$ cat config.mk
export PLATFORM = sky130hd
export DESIGN_NAME = dptmr_top
export DESIGN_NICKNAME = d
export VERILOG_FILES = /design/src/rtl/dptmr_pkg.sv /design/src/rtl/dptmr_top.sv
export VERILOG_INCLUDE_DIRS = /design/src /design/src/rtl
export SDC_FILE = /design/constraint.sdc
export NUM_CORES = 1
export LEC_CHECK = 0
export ABC_AREA = 1
export BUFFER_PORTS_ARGS = -buffer_cell sky130_fd_sc_hd__buf_4
export CORE_UTILIZATION = 40
export DETAILED_ROUTE_END_ITERATION = 8
export PLACE_DENSITY_LB_ADDON = 0.1
export SETUP_SLACK_MARGIN = 0.3
export SLEW_MARGIN = 25
export SYNTH_ARGS = -nofsm -noshare
export SYNTH_HDL_FRONTEND = slang
export SYNTH_SLANG_ARGS = --single-unit
export TNS_END_PERCENT = 100
$ cat constraint.sdc
create_clock -name ref_clk -period 3.1 [get_ports ref_clk]
set_input_delay 0.155 -clock ref_clk [delete_from_list [all_inputs] [get_ports ref_clk]]
set_output_delay 0.155 -clock ref_clk [all_outputs]
set_load 0.02 [all_outputs]
$ cat src/rtl/dptmr_defs.svh
// Purpose: Constants of the dual pair 32-bit timer block.
// Assumes: Register index times four is the Wishbone byte address.
// Notes:   Included by the top module and the testbench.
// How it works
// - While the CPU sleeps no timer, prescaler or pair counts at all.
// - A joined pair sets its high flag on a 32-bit period match or a gate falling edge.
// - The interrupt output rises only for flags whose enable bit is set.
// - Each pair has a 16-bit holding register for the upper half, used when joined.
// - Only the first pair drives the converter trigger; the second pair has none.
// - Only the first pair's counts are offered as a capture/compare time base.
// - A joined second pair uses its low timer as the low 16 bits, high timer as top.
// - When joined, the high timer's control register is ignored for all setup.
// - When joined, the low timer's clock pin and gate pin drive the 32-bit count.
// - When joined, interrupts go through the high timer's flag and enable bit.
// - In 32-bit mode the count rises to the 32-bit period, then wraps to zero.
// - Reading the low count of a joined pair copies the high count into the holding register.
// - Writing the low count of a joined pair loads the held value into the high count.
// - In gated mode a gate falling edge stops counting and leaves the count as it is.
`ifndef DPTMR_DEFS_SVH
`define DPTMR_DEFS_SVH
`define DPT_IDX_A_LOW_CNT  10'h106
`define DPT_IDX_A_HOLD     10'h108
`define DPT_IDX_A_HIGH_CNT 10'h10a
`define DPT_IDX_A_LOW_PER  10'h10c
`define DPT_IDX_A_HIGH_PER 10'h10e
`define DPT_IDX_A_LOW_CON  10'h110
`define DPT_IDX_A_HIGH_CON 10'h112
`define DPT_IDX_B_LOW_CNT  10'h114
`define DPT_IDX_B_HOLD     10'h116
`define DPT_IDX_B_HIGH_CNT 10'h118
`define DPT_IDX_B_LOW_PER  10'h11a
`define DPT_IDX_B_HIGH_PER 10'h11c
`define DPT_IDX_B_LOW_CON  10'h11e
`define DPT_IDX_B_HIGH_CON 10'h120
`define DPT_IDX_IRQ_STAT   10'h084
`define DPT_IDX_IRQ_EN     10'h08c
`define DPT_IDX_NONE       10'h3ff
`define DPT_BIT_ON         15
`define DPT_BIT_IDLE       13
`define DPT_BIT_GATE       6
`define DPT_BIT_PS         4
`define DPT_BIT_JOIN       3
`define DPT_BIT_CS         1
`define DPT_CON_MASK_LO    16'ha07a
`define DPT_CON_MASK_HI    16'ha072
`define DPT_CON_RST        16'h0000
`define DPT_PER_RST        16'hffff
`define DPT_CNT_RST        16'h0000
`define DPT_IRQ_SHIFT      6
`define DPT_IRQ_MASK       16'h03c0
`define DPT_PS_T1          8'h00
`define DPT_PS_T8          8'h07
`define DPT_PS_T64         8'h3f
`define DPT_PS_T256        8'hff
`endif

$ cat src/rtl/dptmr_pkg.sv
// Purpose: Types shared by the dual pair timer block.
// Assumes: Nothing beyond the constants header.
// Notes:   Prescale codes follow the two-bit select field order.
package dptmr_pkg;
   typedef logic [15:0] dptmr_word_t;
   typedef enum logic [1:0] {
      DPTMR_PS_1,
      DPTMR_PS_8,
      DPTMR_PS_64,
      DPTMR_PS_256
   } dptmr_ps_t;
endpackage

$ cat src/rtl/dptmr_top.sv
// Purpose: Two cascadable 16/32-bit timer pairs behind a Wishbone slave.
// Assumes: cpu_sleep and cpu_idle come from logic on ref_clk.
// Notes:   Pins pass two flops; two cycles of latency before edge logic.
`timescale 1ns/1ps
`default_nettype none
`include "dptmr_defs.svh"
module dptmr_top (
   input  wire logic                ref_clk,
   input  wire logic                srst,
   input  wire logic [11:0]         wb_adr_i,
   input  wire logic [31:0]         wb_dat_i,
   input  wire logic [3:0]          wb_sel_i,
   input  wire logic                wb_we_i,
   input  wire logic                wb_cyc_i,
   input  wire logic                wb_stb_i,
   output logic [31:0]              wb_dat_o,
   output logic                     wb_ack_o,
   input  wire logic                cpu_sleep,
   input  wire logic                cpu_idle,
   input  wire logic                pair_a_ext_clock_pin,
   input  wire logic                pair_a_high_pin,
   input  wire logic                pair_b_low_pin,
   input  wire logic                pair_b_high_pin,
   output logic                     irq_o,
   output logic                     adc_trig_o,
   output dptmr_pkg::dptmr_word_t   tb_a_low_o,
   output dptmr_pkg::dptmr_word_t   tb_a_high_o
);
   import dptmr_pkg::*;

   logic [15:0] cnt_r  [4];
   logic [15:0] per_r  [4];
   logic [15:0] con_r  [4];
   logic [7:0]  ps_r   [4];
   logic [15:0] hold_r [2];
   logic [15:0] stat_r;
   logic [15:0] en_r;
   logic [15:0] rd_nxt;
   logic [31:0] dat_r;
   logic        ack_r;
   logic        trig_r;
   logic [3:0]  pin_s1_r;
   logic [3:0]  pin_s2_r;
   logic [3:0]  pin_s3_r;
   logic [3:0]  tick;
   logic [3:0]  fall;
   logic [3:0]  ev;
   logic [3:0]  wr_cnt;
   logic [3:0]  wr_con;
   logic [1:0]  m32;
   logic [1:0]  jn;
   logic [9:0]  idx;
   logic        wr_en;
   logic        rd_en;
   logic [15:0] wdat;

   // Register index of kind k (0 count, 1 period, 2 control, 3 hold)
   function automatic logic [9:0] reg_idx(input logic [1:0] k,
                                          input logic [1:0] t);
      case ({k, t})
         4'h0:    reg_idx = `DPT_IDX_A_LOW_CNT;
         4'h1:    reg_idx = `DPT_IDX_A_HIGH_CNT;
         4'h2:    reg_idx = `DPT_IDX_B_LOW_CNT;
         4'h3:    reg_idx = `DPT_IDX_B_HIGH_CNT;
         4'h4:    reg_idx = `DPT_IDX_A_LOW_PER;
         4'h5:    reg_idx = `DPT_IDX_A_HIGH_PER;
         4'h6:    reg_idx = `DPT_IDX_B_LOW_PER;
         4'h7:    reg_idx = `DPT_IDX_B_HIGH_PER;
         4'h8:    reg_idx = `DPT_IDX_A_LOW_CON;
         4'h9:    reg_idx = `DPT_IDX_A_HIGH_CON;
         4'ha:    reg_idx = `DPT_IDX_B_LOW_CON;
         4'hb:    reg_idx = `DPT_IDX_B_HIGH_CON;
         4'hc:    reg_idx = `DPT_IDX_A_HOLD;
         4'hd:    reg_idx = `DPT_IDX_B_HOLD;
         default: reg_idx = `DPT_IDX_NONE;
      endcase
   endfunction

   // Byte-lane merge of a 16-bit register write
   function automatic logic [15:0] merge(input logic [15:0] old,
                                         input logic [15:0] nw,
                                         input logic [1:0]  sel);
      merge = {sel[1] ? nw[15:8] : old[15:8],
               sel[0] ? nw[7:0]  : old[7:0]};
   endfunction

   // Terminal count of the prescaler for a select code
   function automatic logic [7:0] ps_max(input dptmr_ps_t s);
      case (s)
         DPTMR_PS_1:   ps_max = `DPT_PS_T1;
         DPTMR_PS_8:   ps_max = `DPT_PS_T8;
         DPTMR_PS_64:  ps_max = `DPT_PS_T64;
         DPTMR_PS_256: ps_max = `DPT_PS_T256;
         default:      ps_max = `DPT_PS_T1;
      endcase
   endfunction

   // Bus decode; requests are taken in the cycle before ack
   assign idx   = wb_adr_i[11:2];
   assign wdat  = wb_dat_i[15:0];
   assign wr_en = wb_cyc_i && wb_stb_i && wb_we_i && !ack_r;
   assign rd_en = wb_cyc_i && wb_stb_i && !wb_we_i && !ack_r;

   // Ack follows the request by one cycle and drops right after
   always_ff @(posedge ref_clk) begin
      if (srst) begin
         ack_r <= 1'b0;
      end else begin
         ack_r <= wb_cyc_i && wb_stb_i && !ack_r;
      end
   end

   // Read data is captured with the request; unmapped reads give zero
   always_ff @(posedge ref_clk) begin
      if (srst) begin
         dat_r <= 32'h0000_0000;
      end else if (rd_en) begin
         dat_r <= {16'h0000, rd_nxt};
      end
   end

   assign wb_ack_o = ack_r;
   assign wb_dat_o = dat_r;

   // Read multiplexer
   always_comb begin
      rd_nxt = 16'h0000;
      for (int t = 0; t < 4; t++) begin
         if (idx == reg_idx(2'd0, 2'(t))) begin
            rd_nxt = cnt_r[t];
         end
         if (idx == reg_idx(2'd1, 2'(t))) begin
            rd_nxt = per_r[t];
         end
         if (idx == reg_idx(2'd2, 2'(t))) begin
            rd_nxt = con_r[t];
         end
      end
      for (int p = 0; p < 2; p++) begin
         if (idx == reg_idx(2'd3, 2'(p))) begin
            rd_nxt = hold_r[p];
         end
      end
      if (idx == `DPT_IDX_IRQ_STAT) begin
         rd_nxt = stat_r;
      end
      if (idx == `DPT_IDX_IRQ_EN) begin
         rd_nxt = en_r;
      end
   end

   // Pin synchronisers; s3 only serves edge detection on s2
   always_ff @(posedge ref_clk) begin
      if (srst) begin
         pin_s1_r <= 4'h0;
         pin_s2_r <= 4'h0;
         pin_s3_r <= 4'h0;
      end else begin
         pin_s1_r <= {pair_b_high_pin, pair_b_low_pin,
                      pair_a_high_pin, pair_a_ext_clock_pin};
         pin_s2_r <= pin_s1_r;
         pin_s3_r <= pin_s2_r;
      end
   end

   // Per timer: control, period, prescaler and tick
   for (genvar t = 0; t < 4; t++) begin : g_tmr
      localparam int LO = t - (t % 2);
      logic [15:0] ctl;
      logic        run;
      logic        gated;
      logic        src_ev;
      logic [7:0]  pmax;
      logic [1:0]  src;

      assign wr_cnt[t] = wr_en && (idx == reg_idx(2'd0, 2'(t)));
      assign wr_con[t] = wr_en && (idx == reg_idx(2'd2, 2'(t)));
      // High half of a joined pair takes setup and pins of the low half
      assign ctl   = ((t % 2) == 1 && jn[t/2]) ? con_r[LO] : con_r[t];
      assign src   = ((t % 2) == 1 && jn[t/2]) ? 2'(LO) : 2'(t);
      // Sleep stops the instruction clock, so nothing advances
      assign run   = ctl[`DPT_BIT_ON] && !cpu_sleep &&
                     !(ctl[`DPT_BIT_IDLE] && cpu_idle);
      assign gated = ctl[`DPT_BIT_GATE] && !ctl[`DPT_BIT_CS];
      assign src_ev = ctl[`DPT_BIT_CS] ?
                      (pin_s2_r[src] && !pin_s3_r[src]) :
                      (gated ? pin_s2_r[src] : 1'b1);
      assign pmax    = ps_max(dptmr_ps_t'(ctl[`DPT_BIT_PS +: 2]));
      assign tick[t] = run && src_ev && (ps_r[t] == pmax);
      assign fall[t] = run && gated && !pin_s2_r[src] && pin_s3_r[src];

      // Prescaler clears on a write to the count or control
      always_ff @(posedge ref_clk) begin
         if (srst || wr_cnt[t] || wr_con[t]) begin
            ps_r[t] <= 8'h00;
         end else if (run && src_ev) begin
            ps_r[t] <= (ps_r[t] == pmax) ? 8'h00 : ps_r[t] + 8'h01;
         end
      end

      // Period register
      always_ff @(posedge ref_clk) begin
         if (srst) begin
            per_r[t] <= `DPT_PER_RST;
         end else if (wr_en && idx == reg_idx(2'd1, 2'(t))) begin
            per_r[t] <= merge(per_r[t], wdat, wb_sel_i[1:0]);
         end
      end

      // Control register; the join bit exists in the low half only
      always_ff @(posedge ref_clk) begin
         if (srst) begin
            con_r[t] <= `DPT_CON_RST;
         end else if (wr_con[t]) begin
            con_r[t] <= merge(con_r[t], wdat, wb_sel_i[1:0]) &
                        (((t % 2) == 0) ? `DPT_CON_MASK_LO : `DPT_CON_MASK_HI);
         end
      end

      // Nothing moves while asleep
      AST_SLEEP_HOLD: assert property (@(posedge ref_clk) disable iff (srst)
         cpu_sleep && !wr_en |=> $stable(cnt_r[t]) && $stable(ps_r[t]))
         else $error("timer advanced during sleep");
      // Gate low in gated mode holds the count
      AST_GATE_STOP: assert property (@(posedge ref_clk) disable iff (srst)
         gated && !ctl[`DPT_BIT_CS] && !pin_s2_r[src] && !wr_en
         |=> $stable(cnt_r[t]))
         else $error("count moved with gate low");
   end

   // Per pair: low and high counts, holding register, events
   for (genvar p = 0; p < 2; p++) begin : g_pair
      localparam int LO = 2 * p;
      localparam int HI = 2 * p + 1;
      logic m_lo;
      logic m_hi;
      logic wr_hold;
      logic rd_lcnt;

      assign jn[p]   = con_r[LO][`DPT_BIT_JOIN];
      assign m_lo    = cnt_r[LO] == per_r[LO];
      assign m_hi    = cnt_r[HI] == per_r[HI];
      assign m32[p]  = m_lo && m_hi;
      assign wr_hold = wr_en && (idx == reg_idx(2'd3, 2'(p)));
      assign rd_lcnt = rd_en && (idx == reg_idx(2'd0, 2'(LO)));

      // Joined: events report on the high flag only
      assign ev[LO] = !jn[p] && ((tick[LO] && m_lo) || fall[LO]);
      assign ev[HI] = jn[p] ? ((tick[LO] && m32[p]) || fall[LO]) :
                      ((tick[HI] && m_hi) || fall[HI]);

      // Low count: least significant half when joined
      always_ff @(posedge ref_clk) begin
         if (srst) begin
            cnt_r[LO] <= `DPT_CNT_RST;
         end else if (wr_cnt[LO]) begin
            cnt_r[LO] <= merge(cnt_r[LO], wdat, wb_sel_i[1:0]);
         end else if (tick[LO]) begin
            if (jn[p] ? m32[p] : m_lo) begin
               cnt_r[LO] <= 16'h0000;
            end else begin
               cnt_r[LO] <= cnt_r[LO] + 16'h0001;
            end
         end
      end

      // High count: carries from the low half when joined
      always_ff @(posedge ref_clk) begin
         if (srst) begin
            cnt_r[HI] <= `DPT_CNT_RST;
         end else if (wr_cnt[LO] && jn[p]) begin
            cnt_r[HI] <= hold_r[p];
         end else if (wr_cnt[HI]) begin
            cnt_r[HI] <= merge(cnt_r[HI], wdat, wb_sel_i[1:0]);
         end else if (jn[p] && tick[LO]) begin
            if (m32[p]) begin
               cnt_r[HI] <= 16'h0000;
            end else if (cnt_r[LO] == 16'hffff) begin
               cnt_r[HI] <= cnt_r[HI] + 16'h0001;
            end
         end else if (!jn[p] && tick[HI]) begin
            cnt_r[HI] <= m_hi ? 16'h0000 : cnt_r[HI] + 16'h0001;
         end
      end

      // Holding register for coherent 32-bit access
      always_ff @(posedge ref_clk) begin
         if (srst) begin
            hold_r[p] <= `DPT_CNT_RST;
         end else if (wr_hold) begin
            hold_r[p] <= merge(hold_r[p], wdat, wb_sel_i[1:0]);
         end else if (rd_lcnt && jn[p]) begin
            hold_r[p] <= cnt_r[HI];
         end
      end

      AST_WRAP32: assert property (@(posedge ref_clk) disable iff (srst)
         jn[p] && tick[LO] && m32[p] && !wr_en
         |=> cnt_r[LO] == 16'h0000 && cnt_r[HI] == 16'h0000)
         else $error("32-bit count did not wrap at period");
      AST_CARRY: assert property (@(posedge ref_clk) disable iff (srst)
         jn[p] && tick[LO] && !m32[p] && cnt_r[LO] == 16'hffff && !wr_en
         |=> cnt_r[HI] == $past(cnt_r[HI]) + 16'h0001 && cnt_r[LO] == 16'h0000)
         else $error("no carry into high half");
      AST_HOLD_RD: assert property (@(posedge ref_clk) disable iff (srst)
         rd_lcnt && jn[p] |=> hold_r[p] == $past(cnt_r[HI]))
         else $error("high half not latched on low read");
      AST_HOLD_WR: assert property (@(posedge ref_clk) disable iff (srst)
         wr_cnt[LO] && jn[p] |=> cnt_r[HI] == $past(hold_r[p]))
         else $error("held value not loaded into high half");
      AST_JOIN_FLAG: assert property (@(posedge ref_clk) disable iff (srst)
         jn[p] && tick[LO] && m32[p] |=> stat_r[`DPT_IRQ_SHIFT + HI])
         else $error("joined match did not set high flag");
      AST_HI_CTL_IGN: assert property (@(posedge ref_clk) disable iff (srst)
         jn[p] && !wr_en && !tick[LO] |=> $stable(cnt_r[HI]))
         else $error("joined high half moved on its own");
   end

   // Interrupt status: set wins over the write-one clear
   always_ff @(posedge ref_clk) begin
      if (srst) begin
         stat_r <= 16'h0000;
      end else begin
         stat_r <= (stat_r & ~((wr_en && idx == `DPT_IDX_IRQ_STAT) ?
                   merge(16'h0000, wdat, wb_sel_i[1:0]) : 16'h0000)) |
                   ((16'(ev) << `DPT_IRQ_SHIFT) & `DPT_IRQ_MASK);
      end
   end

   // Interrupt enable mask
   always_ff @(posedge ref_clk) begin
      if (srst) begin
         en_r <= 16'h0000;
      end else if (wr_en && idx == `DPT_IDX_IRQ_EN) begin
         en_r <= merge(en_r, wdat, wb_sel_i[1:0]) & `DPT_IRQ_MASK;
      end
   end

   assign irq_o = |(stat_r & en_r);

   // Converter trigger comes from the first pair only
   always_ff @(posedge ref_clk) begin
      if (srst) begin
         trig_r <= 1'b0;
      end else begin
         trig_r <= jn[0] ? (tick[0] && m32[0]) :
                   (tick[1] && cnt_r[1] == per_r[1]);
      end
   end

   assign adc_trig_o = trig_r;
   // Time base for capture/compare: first pair only
   assign tb_a_low_o  = cnt_r[0];
   assign tb_a_high_o = cnt_r[1];

   AST_IRQ_GATE: assert property (@(posedge ref_clk) disable iff (srst)
      irq_o |-> (stat_r[9:6] & en_r[9:6]) != 4'h0)
      else $error("interrupt without enabled flag");
   // An enabled event must raise the request in the next cycle
   AST_IRQ_RAISE: assert property (@(posedge ref_clk) disable iff (srst)
      (|(ev & en_r[9:6])) && !(wr_en && idx == `DPT_IDX_IRQ_EN) |=> irq_o)
      else $error("enabled event did not raise interrupt");
   AST_STICKY: assert property (@(posedge ref_clk) disable iff (srst)
      stat_r[7] && !(wr_en && idx == `DPT_IDX_IRQ_STAT) |=> stat_r[7])
      else $error("flag cleared without software");
   AST_TRIG_A: assert property (@(posedge ref_clk) disable iff (srst)
      adc_trig_o |-> $past(tick[0] || tick[1]))
      else $error("trigger without first pair match");
endmodule
`default_nettype wire

==> results.py, run 1 <==
metrics = {
    "power_and_ir_drop": {
        "cell_internal_pwr_mw": 6.61,
        "pwr-share-comb_pct": 8.0,
        "vdd_ir_drop_max_uv": 337,
        "power_density_mw_per_mm2": 461,
        "power_switching_mw": 2.21,
        "power_total_mw": 8.82,
        "clock_power_share_pct": 45.6,
        "share_seq_of_total_power_pct": 46.4,
        "power_switching_share_pct": 25.0,
        "p_leak_nw": 7.65,
    },
    "clock_network": {
        "tritoncts": "built",
        "clock_tree.htree_level_count": 2,
        "clk_pin_slew_ns": 0.05,
        "clockRootBuffer": "sky130_fd_sc_hd__clkbuf_16",
        "cts_sinks": 268,
        "cts-root-to-sink-buffers": 3,
        "cts_buffer_count": 34,
        "clkLatencyLatePin_ns": 0.55,
    },
    "synthesis": {
        "sequential_area_share_after_synthesis_pct": 46.7,
        "post_synth.cell_area_avg_um2": 7.98,
        "ys_seq_elements": 268,
        "yosys.area.top_type_share_pct": 40.5,
        "netlist_area_mm2": 0.0162,
        "synth.top_cells.by_area": "sky130_fd_sc_hd__edfxtp_1 (40%), sky130_fd_sc_hd__nand2_1 (11%), sky130_fd_sc_hd__dfxtp_1 (6.2%), sky130_fd_sc_hd__inv_1 (6.1%), sky130_fd_sc_hd__nor2_1 (4.9%)",
        "synth_cell_type_count": 55,
        "ys_warn_count": 0,
        "synth_largest_area_cell": "sky130_fd_sc_hd__edfxtp_1",
        "netlist_instances": 2028,
    },
    "die": {
        "fp.coreArea_mm2": 0.0398,
        "floorplan.initialDensity_pct": 40.6,
        "die_area_mm2": 0.0413,
        "chipWidth_um": 203,
        "die-height_um": 203,
        "placement_rows": 73,
        "top_level_i_o_count": 126,
    },
    "global_routing": {
        "maximum_number_of_pins_on_one_net_before_global_route_repair": 34,
        "grt_pass1_wl_mm": 91.0,
        "first_global_vias": 14200,
        "grt.overflow.total": 0,
        "grt_usage_pct": 30.5,
        "antenna_found_initial": 3,
    },
    "run_status": {
        "status": "finished, final reports clean",
    },
    "place": {
        "gp_routability_congestion": 1.04,
        "hpwl_mm": 47.1,
        "port_buffers": 89,
    },
    "finish": {
        "finished_core_util_pct": 48.1,
        "mostFrequentLayoutCell": "sky130_fd_sc_hd__nand2_1",
        "design.final.nets": 2254,
        "insertedDiodeCount": 0,
        "areaGrowthSynthToFinish_pct": 18.4,
        "final_layout_size_suffix_gt1_share_pct": 14.9,
        "layout.cells.most_common_list": "sky130_fd_sc_hd__nand2_1 (464), sky130_fd_sc_hd__inv_1 (259), sky130_fd_sc_hd__edfxtp_1 (218), sky130_fd_sc_hd__nor2_1 (208), sky130_fd_sc_hd__buf_4 (173)",
    },
    "worst_setup_path": {
        "worst_ep_arrival_ns": 2.98,
        "crit_type": "flip-flop to flip-flop",
        "crit_path_cell_trace": "ha_2 -> nand2_2 -> nor2_2 -> inv_2 -> nor2_4 -> nand2_2 -> nor4_4 -> nand3_2 -> nor2_4 -> inv_2 -> nor2_4 -> nand2_4 -> nor2_4 -> inv_2 -> nand4_1 -> o21ai_1 -> inv_2",
        "critical_path.slowest_cell": "sky130_fd_sc_hd__edfxtp_1",
        "critical_path_buf_inv_count": 4,
        "worst_ep_required_time_ns": 3.33,
        "timing.critical_path.slowest_cell_delay_ns": 0.44,
        "cp-start-kind": "flip-flop",
        "cp_top_family": "simple AND/OR/NAND/NOR gates",
        "endpoint_kind": "flip-flop",
        "crit_fanout": 8,
    },
    "sta": {
        "report.final.slew_viol_count": 0,
        "fin_crit_ns": 2.75,
        "finalSetupViolCount": 0,
        "hold_viol_final": 0,
        "unrepaired_setup_endpoints_after_global_routing": "true",
        "period_share_pct": 88.8,
        "fin_worst_skew_ns": 0.0262,
        "worst-slew-pin-transition_ns": 0.934,
        "finalSetupTns_ns": 0,
        "timing.slew.headroom_pct": 37.7,
        "timing.fmax_ghz": 0.363,
    },
    "detailed_routing": {
        "drt_wl_total_mm": 62.8,
        "antenna_violating_nets_post_route": 0,
        "routed-via-count": 15000,
        "detail_route.vias_per_cell": 5.50,
        "dr_iter_0_viols": 1521,
        "drt_pass_1_iters": 6,
        "drcViolationCount": 0,
        "wl_per_instance_um": 23.0,
    },
    "job": {
        "max_cap_violations": 0,
    },
    "hold_path": {
        "min_path_type": "primary input to flip-flop",
    },
}
-- cells in the mapped netlist (all sizes together) --
library cell / n
nand2: 471
nor2: 231
edfxtp: 218
a21oi: 91
o22a: 1
o2111ai: 4
dfxtp: 50
nand3: 79
o211a: 1
inv: 292
nor3b: 2
a22oi: 16
xor2: 66
nand4: 29
o221ai: 3
nor4: 12
a31oi: 3
o211ai: 9
nand3b: 12
o32ai: 5
o21bai: 2
xnor2: 28
a32oi: 1
o22ai: 50
a21o: 1
or2: 8
ha: 8
o311ai: 12
o21a: 2
o21ai: 155
o31ai: 6
nor3: 63
buf: 47
a211oi: 4
clkbuf: 34
conb: 1
clkinv: 10
a21boi: 1
-- tightest hold or removal path, stage by stage --
cell	delay (ns)
sky130_fd_sc_hd__buf_4	0.11
sky130_fd_sc_hd__nand2_1	0.05
sky130_fd_sc_hd__a21oi_1	0.12
-- final cells by class --
cell class	instances	area, um2
fill	4017	20700
inverter	302	1140
sequential	268	7550
clock buffer	46	1000
timing repair buffer	189	1490
multi-input combinational	1392	7210
tap	525	657
clock inverter	13	110
-- metrics by stage --
| step | worst slack (ns) | instances | hold slack, ns | instance area (um2) |
|---|---|---|---|---|
| after floorplan | 0.571 | 2043 | 0.262 | 16200 |
| after global placement | 0.279 | 2651 | 0.368 | 17700 |
| after detailed placement | 0.269 | 2651 | 0.371 | 17700 |
| after CTS | 0.330 | 2723 | 0.00551 | 19000 |
| after global routing | 0.199 | 2735 | 0.0437 | 19100 |
| final | 0.347 | 2735 | 0.0217 | 19100 |
-- layer usage --
layer  GRT usage (%)  share of wire, %  vias up
li1                -                 -     7066
met1            41.5                43     7165
met2            47.0                44      649
met3            5.84               8.4      148
met4            13.6               4.5        6
met5               0             0.040        -
-- what timing repair did --
action	4_1_cts	5_1_grt
buffers inserted	0	12
hold buffers	13	0
endpoints found under the setup margin	13	46
gates resized for setup	3	13
hold endpoints to repair	13	0
pin swaps	0	5
-- state kept, by name, summed over array words and instances (netlist names) --
register / cells
adc_trig_o: 1
cnt_r: 64
con_r: 26
en_r: 4
hold_r: 32
per_r: 64
pin_s1_r: 4
pin_s2_r: 4
pin_s3_r: 4
ps_r: 32
stat_r: 16
wb_ack_o: 1
wb_dat_o: 16
-- power groups by stage --
| stage | combinational (mW) | sequential [mW] | clock (mW) |
|---|---|---|---|
| after CTS | 0.681 | 4.09 | 4.09 |
| after global routing | 0.746 | 4.10 | 4.21 |
| after detailed placement | 0.664 | 4.16 | 0 |
| final | 0.705 | 4.09 | 4.02 |
| after floorplan | 0.347 | 4.15 | 0 |
| after global placement | 0.662 | 4.16 | 0 |
-- final timing paths --
check / slack, ns / endpoint / cells after the start / startpoint
max: 0.35 / cnt_r[0][18] / 17 / cnt_r[0][1]
min: 0.02 / cnt_r[1][14] / 3 / wb_dat_i[14]
max reg2reg: 0.35 / cnt_r[0][18] / 17 / cnt_r[0][1]
min reg2reg: 0.41 / pin_s2_r[1] / 2 / pin_s1_r[1]
-- kinds of logic (layout without fill, tap and decap cells) --
family | count (synthesis) | after routing | share of synthesized area (%)
fa+ha+maj | 8 | 8 | 0.619
other cells | 1 | 16 | 0.0232
flops | 268 | 268 | 46.7
compound gates | 367 | 367 | 13.3
xor+xnor | 94 | 94 | 5.09
simple gates | 907 | 907 | 24.8
buf+inv | 383 | 550 | 9.55
No activity file was read; power rests on OpenSTA's default activity.
==> run 2: changes to the inputs <==
ABC_AREA = 0   (was 1)
BUFFER_PORTS_ARGS = unset   (was -buffer_cell sky130_fd_sc_hd__buf_4)
DONT_BUFFER_PORTS = 1   (was unset)
==> results.py, run 2 <==
metrics = {
    "power_and_ir_drop": {
        "power_density_mw_per_mm2": 479,
        "vdd_ir_drop_max_uv": 379,
        "p_leak_nw": 6.35,
    },
    "clock_network": {
        "clkLatencyLatePin_ns": 0.55,
        "clockRootBuffer": "sky130_fd_sc_hd__clkbuf_16",
        "cts-root-to-sink-buffers": 3,
        "cts_sinks": 268,
        "tritoncts": "built",
        "cts_buffer_count": 34,
        "clock_tree.htree_level_count": 2,
        "clk_pin_slew_ns": 0.06,
    },
    "finish": {
        "layout.cells.most_common_list": "sky130_fd_sc_hd__edfxtp_1 (218), sky130_fd_sc_hd__nand2_1 (145), sky130_fd_sc_hd__nor2_1 (134), sky130_fd_sc_hd__buf_4 (115), sky130_fd_sc_hd__a21oi_1 (100)",
        "mostFrequentLayoutCell": "sky130_fd_sc_hd__edfxtp_1",
        "final_layout_size_suffix_gt1_share_pct": 14.6,
        "stdcell_area_mm2": 0.0188,
        "final_cell_count_no_fill": 2297,
        "areaGrowthSynthToFinish_pct": 15.0,
        "reg_top3": "cnt_r: 64 flops, per_r: 64 flops",
        "design.final.nets": 1813,
    },
    "sta": {
        "report.final.slew_viol_count": 0,
        "unrepaired_setup_endpoints_after_global_routing": "true",
        "finalSetupTns_ns": 0,
        "timing.fmax_ghz": 0.361,
        "fin_worst_skew_ns": 0.0175,
        "period_share_pct": 89.4,
        "post-route-worst-setup-slack_ns": 0.328,
        "hold_viol_final": 0,
        "fin_crit_ns": 2.77,
        "finalSetupViolCount": 0,
        "worst-slew-pin-transition_ns": 1.19,
        "timing.slew.headroom_pct": 20.1,
        "timing.hold.ws_ns": 0.0199,
    },
    "synthesis": {
        "ys_dominant_reg_cell": "sky130_fd_sc_hd__edfxtp_1",
        "synth_largest_area_cell": "sky130_fd_sc_hd__edfxtp_1",
        "yosys.area.top_type_share_pct": 40.1,
        "synth_mux_area_share_pct": 0.751,
        "ys_seq_elements": 268,
        "share_of_synthesized_cell_area_in_full_adder_half_adder_and_majority_cells_pct": 0.613,
        "synth_edf_count": 218,
        "synth_compound_area_share_pct": 18.0,
        "netlist_instances": 1686,
        "synth_simple_gate_area_share_pct": 21.7,
        "synth_top_family_by_area": "simple AND/OR/NAND/NOR gates",
        "ys_warn_count": 0,
        "netlist_area_mm2": 0.0163,
        "synth.top_cells.by_area": "sky130_fd_sc_hd__edfxtp_1 (40%), sky130_fd_sc_hd__dfxtp_1 (6.1%), sky130_fd_sc_hd__xor2_1 (4.8%), sky130_fd_sc_hd__nand2_1 (3.3%), sky130_fd_sc_hd__nor2_1 (3.1%)",
        "synth_async_sr_flop_share_pct": 0,
        "post_synth.cell_area_avg_um2": 9.69,
        "most_used_standard_cell_by_instance_count_after_synthesis": "sky130_fd_sc_hd__edfxtp_1",
        "post_synth_xor_area_fraction_pct": 7.72,
        "synth_cell_type_count": 95,
        "synth_commonest_cells": "sky130_fd_sc_hd__edfxtp_1 (218), sky130_fd_sc_hd__nand2_1 (145), sky130_fd_sc_hd__nor2_1 (134), sky130_fd_sc_hd__a21oi_1 (100), sky130_fd_sc_hd__o21ai_0 (91)",
        "sequential_area_share_after_synthesis_pct": 46.2,
    },
    "detailed_routing": {
        "drt_wl_total_mm": 65.3,
        "drcViolationCount": 0,
        "dr_wl_met3_mm": 6.86,
        "m1WireLength_mm": 27.6,
        "routed-via-count": 14300,
        "dr_iter_0_viols": 1735,
        "detail_route.vias_per_cell": 6.23,
        "met2WireLength_mm": 28.3,
        "wl_per_instance_um": 28.4,
        "dr.max_layer_used": "met5",
        "drt_pass_1_iters": 6,
        "antenna_violating_nets_post_route": 0,
    },
    "place": {
        "gp_routability_congestion": 0.985,
        "numPlacedInstances": 2196,
        "hpwl_mm": 46.2,
        "worst_case_setup_slack_after_placement_ns": 0.310,
        "cell_area_reported_after_detailed_placement_mm2": 0.0172,
        "port_buffers": 0,
    },
    "die": {
        "die-height_um": 204,
        "top_level_i_o_count": 126,
        "placement_rows": 73,
        "chipWidth_um": 204,
        "floorplan.initialDensity_pct": 40.8,
        "fp.coreArea_mm2": 0.0400,
        "die_area_mm2": 0.0417,
    },
    "worst_setup_path": {
        "path_depth": 7,
        "critical_path.slowest_cell": "sky130_fd_sc_hd__dlygate4sd3_1",
        "worst_ep_required_time_ns": 3.52,
        "timing.critical_path.slowest_cell_delay_ns": 0.58,
        "crit_path_cell_trace": "and4b_1 -> nand2_1 -> nor2_8 -> nand2_1 -> a221oi_2 -> a21oi_1 -> dlygate4sd3_1",
        "cp_top_family": "simple AND/OR/NAND/NOR gates",
        "endpoint_kind": "flip-flop",
        "critical_path_buf_inv_count": 1,
        "worst_ep_arrival_ns": 3.19,
        "cp-start-kind": "flip-flop",
        "crit_type": "flip-flop to flip-flop",
        "reg2regPathDepth": 7,
        "critical_path.most_common_cell": "sky130_fd_sc_hd__nand2_1",
        "crit_fanout": 8,
    },
    "global_routing": {
        "grt.overflow.total": 0,
        "first_global_vias": 13400,
        "grt_usage_pct": 31.3,
        "maximum_number_of_pins_on_one_net_before_global_route_repair": 65,
        "antenna_found_initial": 6,
        "grt_pass1_wl_mm": 93.7,
    },
    "hold_path": {
        "min_path_type": "primary input to flip-flop",
        "timing.hold.worst_path_depth": 4,
    },
    "job": {
        "max_cap_violations": 0,
    },
    "run_status": {
        "status": "finished, final reports clean",
    },
}
run 2: per-stage QoR:
stage / power, mW / util, %
finish: 8.99 / 46.9
floorplan: 4.57 / -
CTS: 9.02 / 46.8
global placement: 4.73 / 42.9
detailed placement: 4.73 / 42.9
global route: 9.21 / 46.9
run 2: worst min-delay path: cells and delay by family:
kind | cells | cell delay, ns
compound gates | 2 | 0.16
simple gates | 2 | 0.20
run 2: final cells by class:
cell class                      instances  area, um2
Antenna cell                            1       2.50
Clock buffer                           47       1000
Clock inverter                         14        160
Fill cell                            3897      21200
Inverter                               26       97.6
Multi-Input combinational cell       1266       8070
Sequential cell                       268       7550
Tap cell                              525        657
Timing Repair Buffer                  150       1240
run 2: metal layers:
| layer | global-route usage, % | up-vias |
|---|---|---|
| met5 | 0 | - |
| met4 | 12.3 | 2 |
| met3 | 6.66 | 127 |
| met2 | 46.6 | 775 |
| met1 | 44.0 | 7061 |
| li1 | - | 6348 |
run 2: power breakdown:
group | leakage (nW) | switching, mW | internal, mW | total, mW
sequential | 2.47 | 0.130 | 3.98 | 4.11
clock | 0.574 | 1.64 | 2.53 | 4.17
combinational | 3.31 | 0.474 | 0.233 | 0.707
total | 6.35 | 2.25 | 6.74 | 8.99
run 2: path summary, 6_finish.rpt:
path                  end  slack [ns]        from
max             stat_r[9]        0.33    wb_ack_o
min          wb_dat_o[11]        0.02     wb_we_i
max reg2reg     stat_r[9]        0.33    wb_ack_o
min reg2reg    stat_r[14]        0.43  stat_r[14]
run 2: cells by family after synthesis:
family                   Yosys count
XOR/XNOR                         144
multiplexers                      12
flip-flops                       268
buffers and inverters            167
other                              1
AO/OA/AOI/OAI                    437
AND/OR/NAND/NOR                  649
adder cells (fa/ha/maj)            8
run 2: what timing repair did:
item | 4_1_cts | 5_1_grt
setup buffers | 0 | 4
setup endpoints to repair | 4 | 61
endpoints found under the hold margin | 240 | 0
gates resized for setup | 1 | 6
hold buffers | 35 | 0
==> run 3: changes to the inputs <==
ABC_AREA = 1   (was 0)
==> results.py, run 3 (synthesis results as in run 1) <==
metrics = {
    "run_status": {
        "status": "finished, violations left",
        "violations": "hold timing",
    },
    "worst_setup_path": {
        "critical_path.slowest_cell": "sky130_fd_sc_hd__edfxtp_1",
        "crit_path_cell_trace": "buf_4 -> ha_1 -> nand2_1 -> nor2_1 -> nand3_1 -> nor3_4 -> nand3_1 -> nor2_1 -> nand4_1 -> xor2_1 -> nand2_1 -> o2111ai_1",
        "worst_ep_required_time_ns": 3.38,
        "timing.critical_path.slowest_cell_delay_ns": 0.43,
        "worst_ep_arrival_ns": 2.95,
        "endpoint_kind": "flip-flop",
        "crit-reg2reg-capture": "cnt_r[0][30]",
        "crit_type": "flip-flop to flip-flop",
        "critical_path.reg2reg.startpoint": "cnt_r[0][17]",
        "reg2reg_slack_ns": 0.43,
        "reg2regPathDepth": 12,
        "cp-start-kind": "flip-flop",
        "crit_fanout": 4,
    },
    "global_routing": {
        "grt.overflow.total": 0,
        "first_global_vias": 13800,
        "grt_pass1_wl_mm": 92.4,
        "antenna_found_initial": 3,
        "layer_with_the_highest_usage": "met2",
        "maximum_number_of_pins_on_one_net_before_global_route_repair": 41,
        "grtUsageMet1_pct": 42.9,
        "gr-usage-met2_pct": 46.8,
        "grt_usage_pct": 31.0,
        "gr_met3_demand_resource_pct": 7.64,
    },
    "place": {
        "worst_case_setup_slack_after_placement_ns": 0.211,
        "cell_area_reported_after_detailed_placement_mm2": 0.0173,
        "gp_routability_congestion": 1.02,
        "port_buffers": 0,
        "hpwl_mm": 46.6,
    },
    "hold_path": {
        "timing.hold.worst_path_depth": 2,
        "worstHoldStart": "wb_sel_i[0]",
        "worst_hold_path.endpoint": "cnt_r[0][21]",
        "min_path_type": "primary input to flip-flop",
    },
    "die": {
        "fp.coreArea_mm2": 0.0398,
        "die-height_um": 203,
        "die_area_mm2": 0.0413,
        "floorplan.initialDensity_pct": 40.6,
        "placement_rows": 73,
        "top_level_i_o_count": 126,
        "chipWidth_um": 203,
    },
    "sta": {
        "finalSetupViolCount": 0,
        "timing.hold.ws_ns": -0.00573,
        "post-route-worst-setup-slack_ns": 0.430,
        "fin_crit_ns": 2.67,
        "hold_viol_final": 5,
        "report.final.slew_viol_count": 0,
        "unrepaired_setup_endpoints_after_global_routing": "true",
        "fin_worst_skew_ns": 0.0304,
        "finalSetupTns_ns": 0,
        "timing.fmax_ghz": 0.374,
        "period_share_pct": 86.1,
        "timing.slew.headroom_pct": 33.3,
        "worst-slew-pin-transition_ns": 0.994,
    },
    "clock_network": {
        "cts-root-to-sink-buffers": 3,
        "clock_tree.htree_level_count": 2,
        "cts_sinks": 268,
        "clkLatencyLatePin_ns": 0.56,
        "tritoncts": "built",
        "cts_buffer_count": 34,
        "clockRootBuffer": "sky130_fd_sc_hd__clkbuf_16",
        "clk_pin_slew_ns": 0.06,
    },
    "detailed_routing": {
        "drt_pass_1_iters": 5,
        "antenna_violating_nets_post_route": 0,
        "wl_per_instance_um": 23.8,
        "detail_route.vias_per_cell": 5.55,
        "drcViolationCount": 0,
        "dr_iter_0_viols": 1732,
        "drt_wl_total_mm": 64.1,
        "routed-via-count": 14900,
    },
    "power_and_ir_drop": {
        "p_leak_nw": 7.36,
        "power_density_mw_per_mm2": 466,
        "vdd_ir_drop_max_uv": 412,
    },
    "finish": {
        "mostFrequentLayoutCell": "sky130_fd_sc_hd__nand2_1",
        "layout.cells.most_common_list": "sky130_fd_sc_hd__nand2_1 (463), sky130_fd_sc_hd__inv_1 (258), sky130_fd_sc_hd__edfxtp_1 (218), sky130_fd_sc_hd__nor2_1 (208), sky130_fd_sc_hd__buf_4 (102)",
        "design.final.nets": 2200,
        "reg_top3": "cnt_r: 64 flops, per_r: 64 flops",
        "layout.filler_cells": 3983,
        "multi_input_area_mm2": 0.00721,
        "seq_area_mm2": 0.00755,
        "areaGrowthSynthToFinish_pct": 16.2,
        "final_layout_size_suffix_gt1_share_pct": 12.0,
        "stdcell_area_mm2": 0.0188,
    },
    "job": {
        "max_cap_violations": 0,
    },
}
run 3: area by class of cell:
class	count	share of cell area [%]
clock buffers	49	5.10
well taps	525	3.49
repair buffers	135	6.10
flip-flops and latches	268	40.2
inverters	302	6.05
diodes	4	0.0533
multi-input cells	1392	38.4
clock inverters	12	0.692
run 3: how the worst max path moves through the flow:
stage                 start            to  slack [ns]  depth (start not counted)
2_1_floorplan   cnt_r[0][1]  cnt_r[0][24]        0.57                         17
3_3_place_gp    cnt_r[0][7]  cnt_r[0][26]        0.22                         13
3_5_place_dp    cnt_r[0][7]  cnt_r[0][26]        0.21                         13
4_1_cts        cnt_r[0][17]  cnt_r[0][30]        0.30                         12
5_1_grt         cnt_r[1][0]  cnt_r[1][18]        0.24                         12
6_report       cnt_r[0][17]  cnt_r[0][30]        0.43                         12
run 3: what timing repair did:
action,in CTS,in global routing
pin swaps,0,3
resized for setup,1,16
endpoints found under the hold margin,95,2
hold buffers,28,1
setup buffers,0,7
endpoints found under the setup margin,4,50
run 3: report_power, final:
group          switching, mW  internal [mW]  total (mW)
sequential            0.0995           3.98        4.08
combinational          0.482          0.177       0.659
clock                   1.62           2.39        4.02
total                   2.21           6.55        8.76
run 3: per-layer routing:
layer / routed length (um) / share of wire [%] / up-vias
met5: 10 / 0.016 / -
met4: 2410 / 3.8 / 2
met3: 6820 / 11 / 129
met2: 27800 / 43 / 681
met1: 27000 / 42 / 7153
li1: - / - / 6954
run 3: stage by stage:
step | instances | total power, mW | util [%]
floorplan | 2043 | 4.49 | -
global placement | 2586 | 4.71 | 43.4
detailed placement | 2586 | 4.72 | 43.4
CTS | 2675 | 8.77 | 46.8
global route | 2684 | 8.97 | 47.2
finish | 2687 | 8.76 | 47.2
run 3: worst max-delay path: cells and delay by family, from the launching register on:
family | cells | cell delay (ns)
adder cells (fa/ha/maj) | 1 | 0.19
flip-flops | 1 | 0.43
buffers and inverters | 1 | 0.20
AO/OA/AOI/OAI | 1 | 0.14
AND/OR/NAND/NOR | 8 | 1.22
XOR/XNOR | 1 | 0.21
